--- config.mk ---
export PLATFORM = sky130hd
export DESIGN_NAME = tmr8_top
export DESIGN_NICKNAME = d
export VERILOG_FILES = /design/src/tmr8_pkg.sv /design/src/pin_edge_sync.sv /design/src/tmr8_top.sv
export SDC_FILE = /design/constraint.sdc
export NUM_CORES = 1
export LEC_CHECK = 0
export BUFFER_PORTS_ARGS = -buffer_cell sky130_fd_sc_hd__buf_2
export CORE_AREA = 4 4 78 80
export CTS_CLUSTER_SIZE = 40
export DETAILED_ROUTE_END_ITERATION = 7
export DIE_AREA = 0 0 82 84
export GPL_TIMING_DRIVEN = 0
export PLACE_DENSITY = 0.76
export SYNTH_ARGS = -nofsm -noshare
export SYNTH_HDL_FRONTEND = slang
export SYNTH_HIERARCHICAL = 1
export SYNTH_SLANG_ARGS = --single-unit
--- constraint.sdc ---
create_clock -name pclk -period 2.6 [get_ports pclk]
set_input_delay 0.52 -clock pclk [delete_from_list [all_inputs] [get_ports pclk]]
set_output_delay 0.52 -clock pclk [all_outputs]
set_load 0.005 [all_outputs]
--- src/tmr8_pkg.sv ---
// Package for the eight bit timer/counter: register map, field layout,
// reset values, quarter phase encoding and the control carrier struct.
// Assumes a 32-bit APB bus with word aligned registers.
`default_nettype none
package tmr8_pkg;

  // Register byte offsets.
  localparam logic [7:0] OFF_COUNT  = 8'h00;
  localparam logic [7:0] OFF_CTRL   = 8'h04;
  localparam logic [7:0] OFF_STATUS = 8'h08;
  localparam logic [7:0] OFF_MASK   = 8'h0C;

  // Control register field positions.
  localparam int CTRL_RATE_LSB  = 0;
  localparam int CTRL_BYPASS    = 3;
  localparam int CTRL_EDGE      = 4;
  localparam int CTRL_SRC       = 5;
  // Status and mask bit position.
  localparam int OVF_BIT        = 0;

  // Reset values.
  localparam logic [7:0] COUNT_RST  = 8'h00;
  localparam logic [5:0] CTRL_RST   = 6'h3F;
  localparam logic       FLAG_RST   = 1'b0;
  localparam logic       MASK_RST   = 1'b0;

  // Timing: count inhibit after a write, in instruction cycles.
  localparam logic [1:0] INHIBIT_CYCLES = 2'h2;

  // Four quarter phases make one instruction cycle.
  typedef enum logic [1:0] {
    PH_Q1 = 2'b00,
    PH_Q2 = 2'b01,
    PH_Q3 = 2'b10,
    PH_Q4 = 2'b11
  } phase_t;

  typedef struct packed {
    logic       count_source_select;
    logic       source_edge_select;
    logic       prescale_bypass;
    logic [2:0] prescale_rate;
  } ctrl_t;

endpackage
`default_nettype wire

--- src/pin_edge_sync.sv ---
// Synchroniser and edge selector for the external count pin.
// Assumes the pin may change at any time relative to pclk.
`default_nettype none
module pin_edge_sync (
  // Clock and reset
  input  wire logic pclk,
  input  wire logic presetn,
  // Pin and edge choice
  input  wire logic pin,
  input  wire logic falling_sel,
  // One cycle pulse on the selected edge
  output logic      edge_pulse
);
  logic meta_q;
  logic sync_q;
  logic last_q;

  always_ff @(posedge pclk or negedge presetn) begin
    if (!presetn) begin
      meta_q <= 1'b0;
      sync_q <= 1'b0;
      last_q <= 1'b0;
    end else begin
      meta_q <= pin;
      sync_q <= meta_q;
      last_q <= sync_q;
    end
  end

  assign edge_pulse = falling_sel ? (last_q & ~sync_q) : (~last_q & sync_q);

  property p_edge_dir;
    @(posedge pclk) disable iff (!presetn)
    edge_pulse |-> (falling_sel ? $fell(sync_q) : $rose(sync_q));
  endproperty
  a_edge_dir: assert property (p_edge_dir) else $error("wrong pin edge taken");
endmodule
`default_nettype wire

--- src/tmr8_top.sv ---
// Eight bit timer/counter with a private prescaler, APB register access,
// and a level overflow interrupt. The instruction cycle is four pclk cycles.
// Assumes ext_count_pin is a slow external signal and sleep_mode is synchronous.
`default_nettype none
module tmr8_top (
  // Clock and reset
  input  wire logic        pclk,
  input  wire logic        presetn,
  // APB slave
  input  wire logic        psel,
  input  wire logic        penable,
  input  wire logic        pwrite,
  input  wire logic [7:0]  paddr,
  input  wire logic [31:0] pwdata,
  output logic      [31:0] prdata,
  output logic             pready,
  output logic             pslverr,
  // Device pins
  input  wire logic        ext_count_pin,
  input  wire logic        sleep_mode,
  output logic             irq
);

  tmr8_pkg::phase_t phase_q;
  tmr8_pkg::ctrl_t  ctrl_q;
  logic [7:0]       count_value_q;
  logic [7:0]       ps_q;
  logic [1:0]       inhibit_q;
  logic             pend_q;
  logic             overflow_flag_q;
  logic             overflow_irq_enable_q;
  logic [31:0]      prdata_q;

  logic             setup;
  logic             access_w;
  logic             wr_count;
  logic             wr_ctrl;
  logic             wr_status;
  logic             wr_mask;
  logic             mapped;
  logic             instr_tick;
  logic             sample_tick;
  logic             pin_edge;
  logic [7:0]       ps_lim;
  logic             src_event;
  logic             ps_wrap;
  logic             inc;

  // Bus decode. The slave never inserts wait states.
  assign pready    = 1'b1;
  assign setup     = psel & ~penable;
  assign access_w  = psel & penable & pwrite;
  assign mapped    = (paddr == tmr8_pkg::OFF_COUNT) || (paddr == tmr8_pkg::OFF_CTRL) ||
                     (paddr == tmr8_pkg::OFF_STATUS) || (paddr == tmr8_pkg::OFF_MASK);
  assign pslverr   = psel & penable & ~mapped;
  assign wr_count  = access_w & (paddr == tmr8_pkg::OFF_COUNT);
  assign wr_ctrl   = access_w & (paddr == tmr8_pkg::OFF_CTRL);
  assign wr_status = access_w & (paddr == tmr8_pkg::OFF_STATUS);
  assign wr_mask   = access_w & (paddr == tmr8_pkg::OFF_MASK);
  assign prdata    = prdata_q;

  // Read data is captured in the setup cycle so that it is a flop output.
  always_ff @(posedge pclk or negedge presetn) begin
    if (!presetn) begin
      prdata_q <= 32'h0000_0000;
    end else if (setup && !pwrite) begin
      unique case (paddr)
        tmr8_pkg::OFF_COUNT:  prdata_q <= {24'h00_0000, count_value_q};
        tmr8_pkg::OFF_CTRL:   prdata_q <= {26'h0, ctrl_q};
        tmr8_pkg::OFF_STATUS: prdata_q <= {31'h0, overflow_flag_q};
        tmr8_pkg::OFF_MASK:   prdata_q <= {31'h0, overflow_irq_enable_q};
        default:              prdata_q <= 32'h0000_0000;
      endcase
    end
  end

  // Control register.
  always_ff @(posedge pclk or negedge presetn) begin
    if (!presetn) begin
      ctrl_q <= tmr8_pkg::CTRL_RST;
    end else if (wr_ctrl) begin
      ctrl_q.count_source_select <= pwdata[tmr8_pkg::CTRL_SRC];
      ctrl_q.source_edge_select  <= pwdata[tmr8_pkg::CTRL_EDGE];
      ctrl_q.prescale_bypass     <= pwdata[tmr8_pkg::CTRL_BYPASS];
      ctrl_q.prescale_rate       <= pwdata[tmr8_pkg::CTRL_RATE_LSB +: 3];
    end
  end

  // Quarter phase sequencer; it keeps running in sleep so the bus stays usable.
  always_ff @(posedge pclk or negedge presetn) begin
    if (!presetn) begin
      phase_q <= tmr8_pkg::PH_Q1;
    end else begin
      unique case (phase_q)
        tmr8_pkg::PH_Q1: phase_q <= tmr8_pkg::PH_Q2;
        tmr8_pkg::PH_Q2: phase_q <= tmr8_pkg::PH_Q3;
        tmr8_pkg::PH_Q3: phase_q <= tmr8_pkg::PH_Q4;
        tmr8_pkg::PH_Q4: phase_q <= tmr8_pkg::PH_Q1;
      endcase
    end
  end

  assign instr_tick  = (phase_q == tmr8_pkg::PH_Q4);
  assign sample_tick = (phase_q == tmr8_pkg::PH_Q2) || (phase_q == tmr8_pkg::PH_Q4);

  pin_edge_sync u_pin (
    .pclk        (pclk),
    .presetn     (presetn),
    .pin         (ext_count_pin),
    .falling_sel (ctrl_q.source_edge_select),
    .edge_pulse  (pin_edge)
  );

  // Source events: instruction cycles in timer mode, pin edges otherwise.
  assign src_event = ctrl_q.count_source_select ? pin_edge : instr_tick;

  // The prescaler is private to this timer and never visible on the bus.
  assign ps_lim  = 8'hFF >> (3'h7 - ctrl_q.prescale_rate);
  assign ps_wrap = src_event & ~ctrl_q.prescale_bypass & (ps_q == ps_lim);

  always_ff @(posedge pclk or negedge presetn) begin
    if (!presetn) begin
      ps_q <= 8'h00;
    end else if (wr_count) begin
      ps_q <= 8'h00;
    end else if (!sleep_mode && src_event && !ctrl_q.prescale_bypass) begin
      ps_q <= ps_wrap ? 8'h00 : ps_q + 8'h01;
    end
  end

  // Counter mode events wait here until the next Q2 or Q4 sample point.
  always_ff @(posedge pclk or negedge presetn) begin
    if (!presetn) begin
      pend_q <= 1'b0;
    end else if (wr_count || !ctrl_q.count_source_select) begin
      pend_q <= 1'b0;
    end else if (!sleep_mode && (ctrl_q.prescale_bypass ? pin_edge : ps_wrap)) begin
      pend_q <= 1'b1;
    end else if (sample_tick) begin
      pend_q <= 1'b0;
    end
  end

  // Write inhibit counts down on instruction cycle boundaries.
  always_ff @(posedge pclk or negedge presetn) begin
    if (!presetn) begin
      inhibit_q <= 2'h0;
    end else if (wr_count) begin
      inhibit_q <= tmr8_pkg::INHIBIT_CYCLES;
    end else if (instr_tick && inhibit_q != 2'h0) begin
      inhibit_q <= inhibit_q - 2'h1;
    end
  end

  always_comb begin
    inc = 1'b0;
    if (!sleep_mode && inhibit_q == 2'h0) begin
      if (ctrl_q.count_source_select) begin
        inc = pend_q & sample_tick;
      end else if (ctrl_q.prescale_bypass) begin
        inc = instr_tick;
      end else begin
        inc = ps_wrap;
      end
    end
  end

  always_ff @(posedge pclk or negedge presetn) begin
    if (!presetn) begin
      count_value_q <= tmr8_pkg::COUNT_RST;
    end else if (wr_count) begin
      count_value_q <= pwdata[7:0];
    end else if (inc) begin
      count_value_q <= count_value_q + 8'h01;
    end
  end

  // A new overflow beats a software clear in the same cycle.
  always_ff @(posedge pclk or negedge presetn) begin
    if (!presetn) begin
      overflow_flag_q <= tmr8_pkg::FLAG_RST;
    end else if (inc && count_value_q == 8'hFF && !wr_count) begin
      overflow_flag_q <= 1'b1;
    end else if (wr_status && pwdata[tmr8_pkg::OVF_BIT]) begin
      overflow_flag_q <= 1'b0;
    end
  end

  always_ff @(posedge pclk or negedge presetn) begin
    if (!presetn) begin
      overflow_irq_enable_q <= tmr8_pkg::MASK_RST;
    end else if (wr_mask) begin
      overflow_irq_enable_q <= pwdata[tmr8_pkg::OVF_BIT];
    end
  end

  assign irq = overflow_flag_q & overflow_irq_enable_q;

  // Checks.
  property p_count_write;
    @(posedge pclk) disable iff (!presetn)
    wr_count |=> (count_value_q == $past(pwdata[7:0]));
  endproperty
  a_count_write: assert property (p_count_write) else $error("count write lost");

  property p_inhibit;
    @(posedge pclk) disable iff (!presetn)
    wr_count ##1 !wr_count [*4] |-> $stable(count_value_q);
  endproperty
  a_inhibit: assert property (p_inhibit) else $error("count moved during inhibit");

  property p_timer_step;
    @(posedge pclk) disable iff (!presetn)
    (!ctrl_q.count_source_select && ctrl_q.prescale_bypass && instr_tick &&
     inhibit_q == 2'h0 && !sleep_mode && !wr_count)
    |=> (count_value_q == $past(count_value_q) + 8'h01);
  endproperty
  a_timer_step: assert property (p_timer_step) else $error("timer missed a cycle");

  property p_sleep_hold;
    @(posedge pclk) disable iff (!presetn)
    (sleep_mode && !wr_count) |=> $stable(count_value_q);
  endproperty
  a_sleep_hold: assert property (p_sleep_hold) else $error("count moved in sleep");

  property p_ovf_flag;
    @(posedge pclk) disable iff (!presetn)
    (inc && count_value_q == 8'hFF && !wr_count)
    |=> (overflow_flag_q && count_value_q == 8'h00);
  endproperty
  a_ovf_flag: assert property (p_ovf_flag) else $error("overflow not flagged");

  property p_irq_rise;
    @(posedge pclk) disable iff (!presetn)
    $rose(irq) |-> ($past(inc) && $past(count_value_q) == 8'hFF) || $past(wr_mask);
  endproperty
  a_irq_rise: assert property (p_irq_rise) else $error("irq without cause");

  property p_ps_clear;
    @(posedge pclk) disable iff (!presetn)
    wr_count |=> (ps_q == 8'h00);
  endproperty
  a_ps_clear: assert property (p_ps_clear) else $error("prescaler not cleared");

  property p_ratio;
    @(posedge pclk) disable iff (!presetn)
    (inc && !ctrl_q.count_source_select && !ctrl_q.prescale_bypass)
    |-> (ps_q == ps_lim) ##1 (ps_q == 8'h00);
  endproperty
  a_ratio: assert property (p_ratio) else $error("prescale ratio wrong");

  property p_sample_phase;
    @(posedge pclk) disable iff (!presetn)
    (ctrl_q.count_source_select && inc)
    |-> (phase_q == tmr8_pkg::PH_Q2 || phase_q == tmr8_pkg::PH_Q4);
  endproperty
  a_sample_phase: assert property (p_sample_phase) else $error("sampled off phase");

  property p_flag_hold;
    @(posedge pclk) disable iff (!presetn)
    (overflow_flag_q && !(wr_status && pwdata[tmr8_pkg::OVF_BIT])) |=> overflow_flag_q;
  endproperty
  a_flag_hold: assert property (p_flag_hold) else $error("flag cleared by hardware");

  property p_timer_phase;
    @(posedge pclk) disable iff (!presetn)
    (!ctrl_q.count_source_select && inc) |-> (phase_q == tmr8_pkg::PH_Q4);
  endproperty
  a_timer_phase: assert property (p_timer_phase) else $error("timer off cycle");

  property p_inhibit_hold;
    @(posedge pclk) disable iff (!presetn)
    (inhibit_q != 2'h0 && !wr_count) |=> $stable(count_value_q);
  endproperty
  a_inhibit_hold: assert property (p_inhibit_hold) else $error("inhibit ignored");

  property p_ps_sleep;
    @(posedge pclk) disable iff (!presetn)
    (sleep_mode && !wr_count) |=> $stable(ps_q);
  endproperty
  a_ps_sleep: assert property (p_ps_sleep) else $error("prescaler ran in sleep");

  property p_ps_bypass;
    @(posedge pclk) disable iff (!presetn)
    (ctrl_q.prescale_bypass && !wr_count) |=> $stable(ps_q);
  endproperty
  a_ps_bypass: assert property (p_ps_bypass) else $error("bypassed prescaler ran");

  property p_pend_clear;
    @(posedge pclk) disable iff (!presetn)
    wr_count |=> !pend_q;
  endproperty
  a_pend_clear: assert property (p_pend_clear) else $error("pending kept on write");

  // The flag may only rise where the count has just wrapped to zero.
  property p_ovf_only;
    @(posedge pclk) disable iff (!presetn)
    $rose(overflow_flag_q) |-> ($past(count_value_q) == 8'hFF && count_value_q == 8'h00);
  endproperty
  a_ovf_only: assert property (p_ovf_only) else $error("flag without wrap");

  property p_sleep_no_flag;
    @(posedge pclk) disable iff (!presetn)
    (sleep_mode && !overflow_flag_q) |=> !overflow_flag_q;
  endproperty
  a_sleep_no_flag: assert property (p_sleep_no_flag) else $error("flag set in sleep");

  // Without a write the count either holds or steps by exactly one.
  property p_count_step;
    @(posedge pclk) disable iff (!presetn)
    !wr_count |=> (count_value_q == $past(count_value_q) ||
                   count_value_q == $past(count_value_q) + 8'h01);
  endproperty
  a_count_step: assert property (p_count_step) else $error("count jumped");

  property p_pin_pend;
    @(posedge pclk) disable iff (!presetn)
    (ctrl_q.count_source_select && ctrl_q.prescale_bypass && pin_edge && !sleep_mode &&
     !wr_count) |=> pend_q;
  endproperty
  a_pin_pend: assert property (p_pin_pend) else $error("pin edge lost");

  c_overflow: cover property (@(posedge pclk) disable iff (!presetn) $rose(overflow_flag_q));
  c_irq:      cover property (@(posedge pclk) disable iff (!presetn) $rose(irq));
  c_pin_inc:  cover property (@(posedge pclk) disable iff (!presetn)
                              ctrl_q.count_source_select && inc);
  c_ps_pin:   cover property (@(posedge pclk) disable iff (!presetn)
                              ctrl_q.count_source_select && !ctrl_q.prescale_bypass && inc);

endmodule
`default_nettype wire
==> results.json, run 1 <==
{
  "outcome": "finished, final reports clean",
  "pin_count": 82,
  "dieArea_um2": 6890,
  "ys_top_cells_by_area": "dfrtp_1 (35%), buf_4 (8.0%), dfstp_2 (6.5%)",
  "nets": 372,
  "crit_family": "compound AO/OA/AOI/OAI gates",
  "cp_slowest_cell": "dfstp_2",
  "tightest_slew_ps": 971,
  "yosys.area.top_type_share_pct": 35.0,
  "syn_avg_cell_area_um2": 9.62,
  "numPortBuffers": 32,
  "utilization_pct": 54.8,
  "p_seq_share_pct": 46.4,
  "period_share_pct": 99.8,
  "async_flop_share_pct": 100,
  "start_util_pct": 45.0,
  "worstPathCellList": "nand3b_1, o21ai_2, mux2i_2, or4b_1, a211o_1, a31o_4, a2111oi_4, xnor2_1, o21ai_1",
  "clkPwrFrac_pct": 36.9,
  "place_congestion": 0.813,
  "netlist_instances": 253,
  "hold_violations": 0,
  "synth_edf_count": 0,
  "timing.fmax_mhz": 386,
  "crit_fanout": 6,
  "via_per_inst": 5.01,
  "p_per_area_nw_per_um2": 548,
  "power_w": 0.00162,
  "grt_overflow_total": 0,
  "die_h_um": 84,
  "setup_violations": 0,
  "area_delta_synth_final_pct": 21.6,
  "core_um2": 5410,
  "routedWlPerCell_um": 13.0,
  "arrival_ps": 2770,
  "hold_path_class": "input port to flop",
  "htreeDepth": 2,
  "p_leak_nw": 1.38,
  "drv_cap": 0,
  "firstDrtPassIters": 4,
  "start_kind": "flop",
  "cts_buffers": 5,
  "hold_slack_ps": 324,
  "fp-row-count": 27,
  "netlist_area_um2": 2430,
  "post-route-drc-count": 0,
  "antenna_found_initial": 0,
  "clk_path_buf_depth": 2,
  "fin_skew_ps": 11.8,
  "p_sw_share_pct": 25.5,
  "dp_hpwl_mm": 3.85,
  "crit_buf_inv": 0,
  "ys_ff_latch": 40,
  "synth_top_area_cell": "dfrtp_1",
  "power_switching_w": 0.000414,
  "drive_gt1_share_pct": 31.7,
  "dr.first_iter.drc_count": 100,
  "clk_pin_slew_ps": 80,
  "yosysUniqueCellTypes": 50,
  "totalNegativeSetupSlack_ps": 0,
  "fin_ws_ps": 6.30,
  "cp-end-kind": "flop",
  "cts_root_buf": "clkbuf_8",
  "slew_headroom_pct": 34.8,
  "rsz0062_at_grt": "true",
  "cts.sinks": 40,
  "place_ws_ps": -161,
  "drtAntennaViolNets": 0,
  "max_stage_delay_ps": 540,
  "fin_crit_ps": 2590,
  "yosysWarnings": 6,
  "cts_tree": "built",
  "routed-via-count": 1960,
  "synthFlopType": "dfrtp_1",
  "grt_pass1_wl_mm": 8.48,
  "slew_viol_final": 0,
  "diodes": 0,
  "cp.required_ps": 2770,
  "worstSetupPathType": "flop to flop",
  "intPower_w": 0.00121,
  "power.share.combinational_pct": 16.6,
  "ir_drop_uv": 370,
  "yosysSeqAreaShare_pct": 41.4,
  "die_w_um": 82,
  "clk_latency_ps": 300,
  "grt_start_max_net_pins": 41,
  "wl_mm": 5.09,
  "grt_pass1_vias": 1939,
  "grt_usage_pct": 15.6
}
[kinds of logic (layout without fill, tap and decap cells)]
family | Yosys count | count (layout) | share of synthesized area, %
flops | 40 | 40 | 41.4
simple gates | 89 | 89 | 19.8
buf+inv | 40 | 83 | 10.3
fa+ha+maj | 7 | 7 | 3.60
other cells | 2 | 25 | 0.309
xor+xnor | 9 | 9 | 3.24
compound gates | 51 | 51 | 14.3
mux | 15 | 15 | 7.04
[metal layers]
metal  vias to the layer above  part of all wire, %  track usage (%)  wire length [µm]
li1                        978                    -                -                 -
met1                       927                   45             20.0              2280
met2                        44                   49             25.2              2490
met3                        11                  4.5             3.89               228
met4                         0                  1.8             5.29                93
met5                         -                    0                0                 0
[layout by cell type (no fill, tap or decap), types with 2 or more instances in the layout]
| cell | instances |
|---|---|
| dfrtp_1 | 34 |
| buf_2 | 33 |
| buf_4 | 30 |
| nand2_1 | 29 |
| conb_1 | 25 |
| o21ai_0 | 14 |
| a21oi_1 | 13 |
| nor2_1 | 10 |
| xnor2_1 | 9 |
| and3_1 | 7 |
| nor3_1 | 7 |
| mux2_2 | 7 |
| ha_1 | 7 |
| inv_1 | 6 |
| nand3_1 | 6 |
| mux2i_1 | 6 |
| dfstp_2 | 6 |
| clkbuf_1 | 5 |
| nand2b_1 | 5 |
| clkbuf_8 | 5 |
| or3_1 | 4 |
| a21oi_2 | 4 |
| a22o_1 | 4 |
| nand4b_1 | 4 |
| or4b_2 | 3 |
| o21ai_1 | 3 |
| nor4_1 | 2 |
| nor4b_1 | 2 |
| a211oi_1 | 2 |
| nand3b_1 | 2 |
| bufinv_16 | 2 |
[worst paths after layout]
check	end	cells past startpoint	start	slack [ps]
setup / recovery	count_value_q[7]	9	ctrl_q[4]	6
hold / removal	u_pin/meta_q	1	ext_count_pin	320
setup reg to reg	count_value_q[7]	9	ctrl_q[4]	6
hold reg to reg	u_pin/sync_q	0	u_pin/meta_q	370
max in group asynchronous	inhibit_q[1]	1	presetn	1710
min in group asynchronous	prdata[5]	1	presetn	330
[Yosys cell counts, types with 2 or more instances]
library cell   n
o21ai_1        3
dfstp_2        6
conb_1         2
or3_1          4
a21oi_1       16
clkbuf_1       5
nor3_1         7
mux2_2         7
and3_1         7
nor4b_1        2
nand3b_1       2
o21ai_0       14
a22o_1         4
nand2b_1       5
nand2_1       29
xnor2_1        9
or4b_2         3
buf_2          2
nand3_1        6
inv_1          6
nand4b_1       4
mux2i_1        7
a211oi_1       2
nor2_1        10
dfrtp_1       34
ha_1           7
buf_4         26
nor4_1         2
[layout make-up]
cell class              instances  area (µm²)
plain buffers                  33         234
clock buffers                   6        72.6
clock inverters                 2        60.1
fillers                       495        2440
inverters                       6        22.5
multi-input cells             196        1280
flip-flops and latches         40        1010
well taps                      72        90.1
repair buffers                 36         190
[metrics by stage]
stage / cell area [µm²] / cells
floorplan: 2520 / 276
global placement: 2770 / 380
detailed placement: 2770 / 380
CTS: 2930 / 388
global route: 2960 / 391
finish: 2960 / 391
[power groups by stage]
stage / sequential (W) / combinational, W / clock, W
floorplan: 0.000743 / 0.000200 / 0
global placement: 0.000758 / 0.000254 / 0
detailed placement: 0.000762 / 0.000267 / 0
CTS: 0.000750 / 0.000271 / 0.000615
global route: 0.000762 / 0.000311 / 0.000644
finish: 0.000753 / 0.000270 / 0.000599
[flip-flops by register name, summed over array words and instances, names as in the netlist]
name and count:
count_value_q 8, prdata 8, ps_q 8, ctrl_q 6
inhibit_q 2, phase_q 2, overflow_flag_q 1, overflow_irq_enable_q 1
pend_q 1, u_pin/last_q 1, u_pin/meta_q 1, u_pin/sync_q 1
[what timing repair did]
action                                  CTS  global route
pin swaps                                 1             1
endpoints found under the setup margin   15             8
hold buffers                              0             0
resized for setup                         5             3
hold endpoints to repair                  0             0
buffers inserted                          1             3
Note: power is estimated with default switching activity, not from simulation.
==> inputs of run 2 (changes only) <==
--- a/config.mk
+++ b/config.mk
@@ -11,7 +11,7 @@
 export DETAILED_ROUTE_END_ITERATION = 7
 export DIE_AREA = 0 0 82 84
 export GPL_TIMING_DRIVEN = 0
-export PLACE_DENSITY = 0.76
+export PLACE_DENSITY = 0.8
 export SYNTH_ARGS = -nofsm -noshare
 export SYNTH_HDL_FRONTEND = slang
 export SYNTH_HIERARCHICAL = 1
==> run 2 against run 1 <==
Sequential cell count unchanged. Clock skew down 6.0 ps. Register-to-register slack gained 30 ps. Global-route usage increased by 0.42 points. First-iteration DRC count up 6.0%. Wire length rose by 1.4%. Worst setup slack better by 35 ps. Utilization fell by 0.83 points. Count of clock-buffer cells in the layout is 1 higher. Worst hold slack about the same. Critical path depth unchanged. Power is 9.4% lower. Largest power group unchanged. Highest routed layer unchanged.
==> results.json, run 2 (synthesis results as in run 1) <==
{
  "outcome": "finished, final reports clean",
  "layout.cells.most_common": "dfrtp_1",
  "drv_cap": 0,
  "nets": 370,
  "routed-via-count": 1953,
  "place_congestion": 0.836,
  "core_um2": 5410,
  "slew_viol_final": 0,
  "setup_violations": 0,
  "die_w_um": 82,
  "crit_start": "ctrl_q[4]",
  "fin_crit_ps": 2560,
  "start_kind": "flop",
  "tightest_slew_ps": 1030,
  "grt_overflow_total": 0,
  "drtAntennaViolNets": 0,
  "die_h_um": 84,
  "ir_drop_uv": 308,
  "antenna_found_initial": 0,
  "start_util_pct": 45.0,
  "ctsHoldBuffers": 0,
  "pin_count": 82,
  "grt_start_max_net_pins": 41,
  "clk_latency_ps": 300,
  "via_per_inst": 5.02,
  "grt_pass1_vias": 1875,
  "area_delta_synth_final_pct": 19.8,
  "grt_pass1_wl_mm": 8.65,
  "totalNegativeSetupSlack_ps": 0,
  "post-route-cell-area_um2": 2920,
  "worst-r2r-cell-count": 9,
  "p_per_area_nw_per_um2": 504,
  "placed_cells": 380,
  "rsz0062_at_grt": "true",
  "timing.fmax_mhz": 391,
  "htreeDepth": 2,
  "p_leak_nw": 1.35,
  "cts_root_buf": "clkbuf_8",
  "postPlaceCellArea_um2": 2770,
  "dr.first_iter.drc_count": 106,
  "arrival_ps": 2730,
  "dieArea_um2": 6890,
  "reg2reg_from": "ctrl_q[4]",
  "grt_usage_pct": 16.0,
  "crit_fanout": 6,
  "post-route-drc-count": 0,
  "cts.sinks": 40,
  "hold_violations": 0,
  "period_share_pct": 98.4,
  "hold_path_class": "input port to asynchronous set/reset pin",
  "clk_path_buf_depth": 2,
  "cts_buffers": 5,
  "wl_mm": 5.17,
  "r2r_slack_ps": 40,
  "dp_hpwl_mm": 3.86,
  "numPortBuffers": 32,
  "drive_gt1_share_pct": 30.6,
  "clk_pin_slew_ps": 80,
  "final_cell_mix": "dfrtp_1 (34), buf_2 (33), nand2_1 (29)",
  "fin_skew_ps": 5.81,
  "diodes": 0,
  "worstSetupPathType": "flop to flop",
  "cp.required_ps": 2780,
  "cp-end-kind": "flop",
  "fin_cells": 389,
  "firstDrtPassIters": 4,
  "slew_headroom_pct": 30.7,
  "r2r-end": "count_value_q[7]",
  "fp-row-count": 27,
  "routedWlPerCell_um": 13.3,
  "cts_tree": "built"
}
[run 2: cell count changes in the layout (fill, tap and decap cells not counted), moves of 2 or more]
| cell | before | now |
|---|---|---|
| a21oi_2 | 4 | 1 |
| bufinv_16 | 2 | 0 |
| buf_4 | 30 | 28 |
| a21oi_4 | 0 | 2 |
[run 2: cell type report]
| type | instances | area, µm² |
|---|---|---|
| Multi-Input combinational cell | 196 | 1290 |
| Tap cell | 72 | 90.1 |
| Sequential cell | 40 | 1010 |
| Buffer | 33 | 230 |
| Clock buffer | 7 | 86.3 |
| Fill cell | 516 | 2490 |
| Timing Repair Buffer | 34 | 175 |
| Clock inverter | 1 | 7.51 |
| Inverter | 6 | 22.5 |
[run 2: where the power goes]
part	switching [W]	internal, W	total, W
Clock	0.000231	0.000216	0.000447
Sequential	0.0000666	0.000685	0.000752
Combinational	0.000133	0.000137	0.000271
[run 2: worst max-delay path by stage]
| stage | end | slack (ps) | cells past startpoint |
|---|---|---|---|
| final | count_value_q[7] | 40 | 9 |
| after global routing | count_value_q[7] | -80 | 9 |
| after CTS | count_value_q[7] | 40 | 9 |
| after detailed placement | count_value_q[3] | -140 | 9 |
| after global placement | count_value_q[3] | -130 | 9 |
| after floorplan | count_value_q[2] | 150 | 10 |
[run 2: per-stage QoR]
| step | utilization, % | power [W] | hold WS [ps] | worst slack [ps] |
|---|---|---|---|---|
| finish | 53.9 | 0.00147 | 324 | 41.1 |
| global route | 53.9 | 0.00156 | 320 | -83.4 |
| CTS | 53.6 | 0.00147 | 319 | 35.8 |
| detailed placement | 51.2 | 0.00103 | 340 | -143 |
| global placement | 51.2 | 0.00101 | 334 | -129 |
| floorplan | - | 0.000943 | 224 | 148 |
[run 2: metal layers]
layer / wire length [µm] / vias to the layer above / global-route usage, %
met5: 0 / - / 0
met4: 70 / 0 / 4.53
met3: 270 / 7 / 3.67
met2: 2630 / 51 / 27.2
met1: 2200 / 922 / 19.9
li1: - / 973 / -
[run 2: repair_timing]
item	CTS	global route
endpoints found under the setup margin	12	12
pin swaps	1	0
setup buffers	2	0
gates resized for setup	5	3
[run 2: worst max-delay path, cell delays in order, from the launching register on]
cell	delay (ps)
dfstp_2	530
nand3b_1	90
o21ai_2	90
mux2i_1	120
or4b_1	520
a211o_1	280
a31o_4	260
a2111oi_4	310
xnor2_1	170
o21ai_1	70
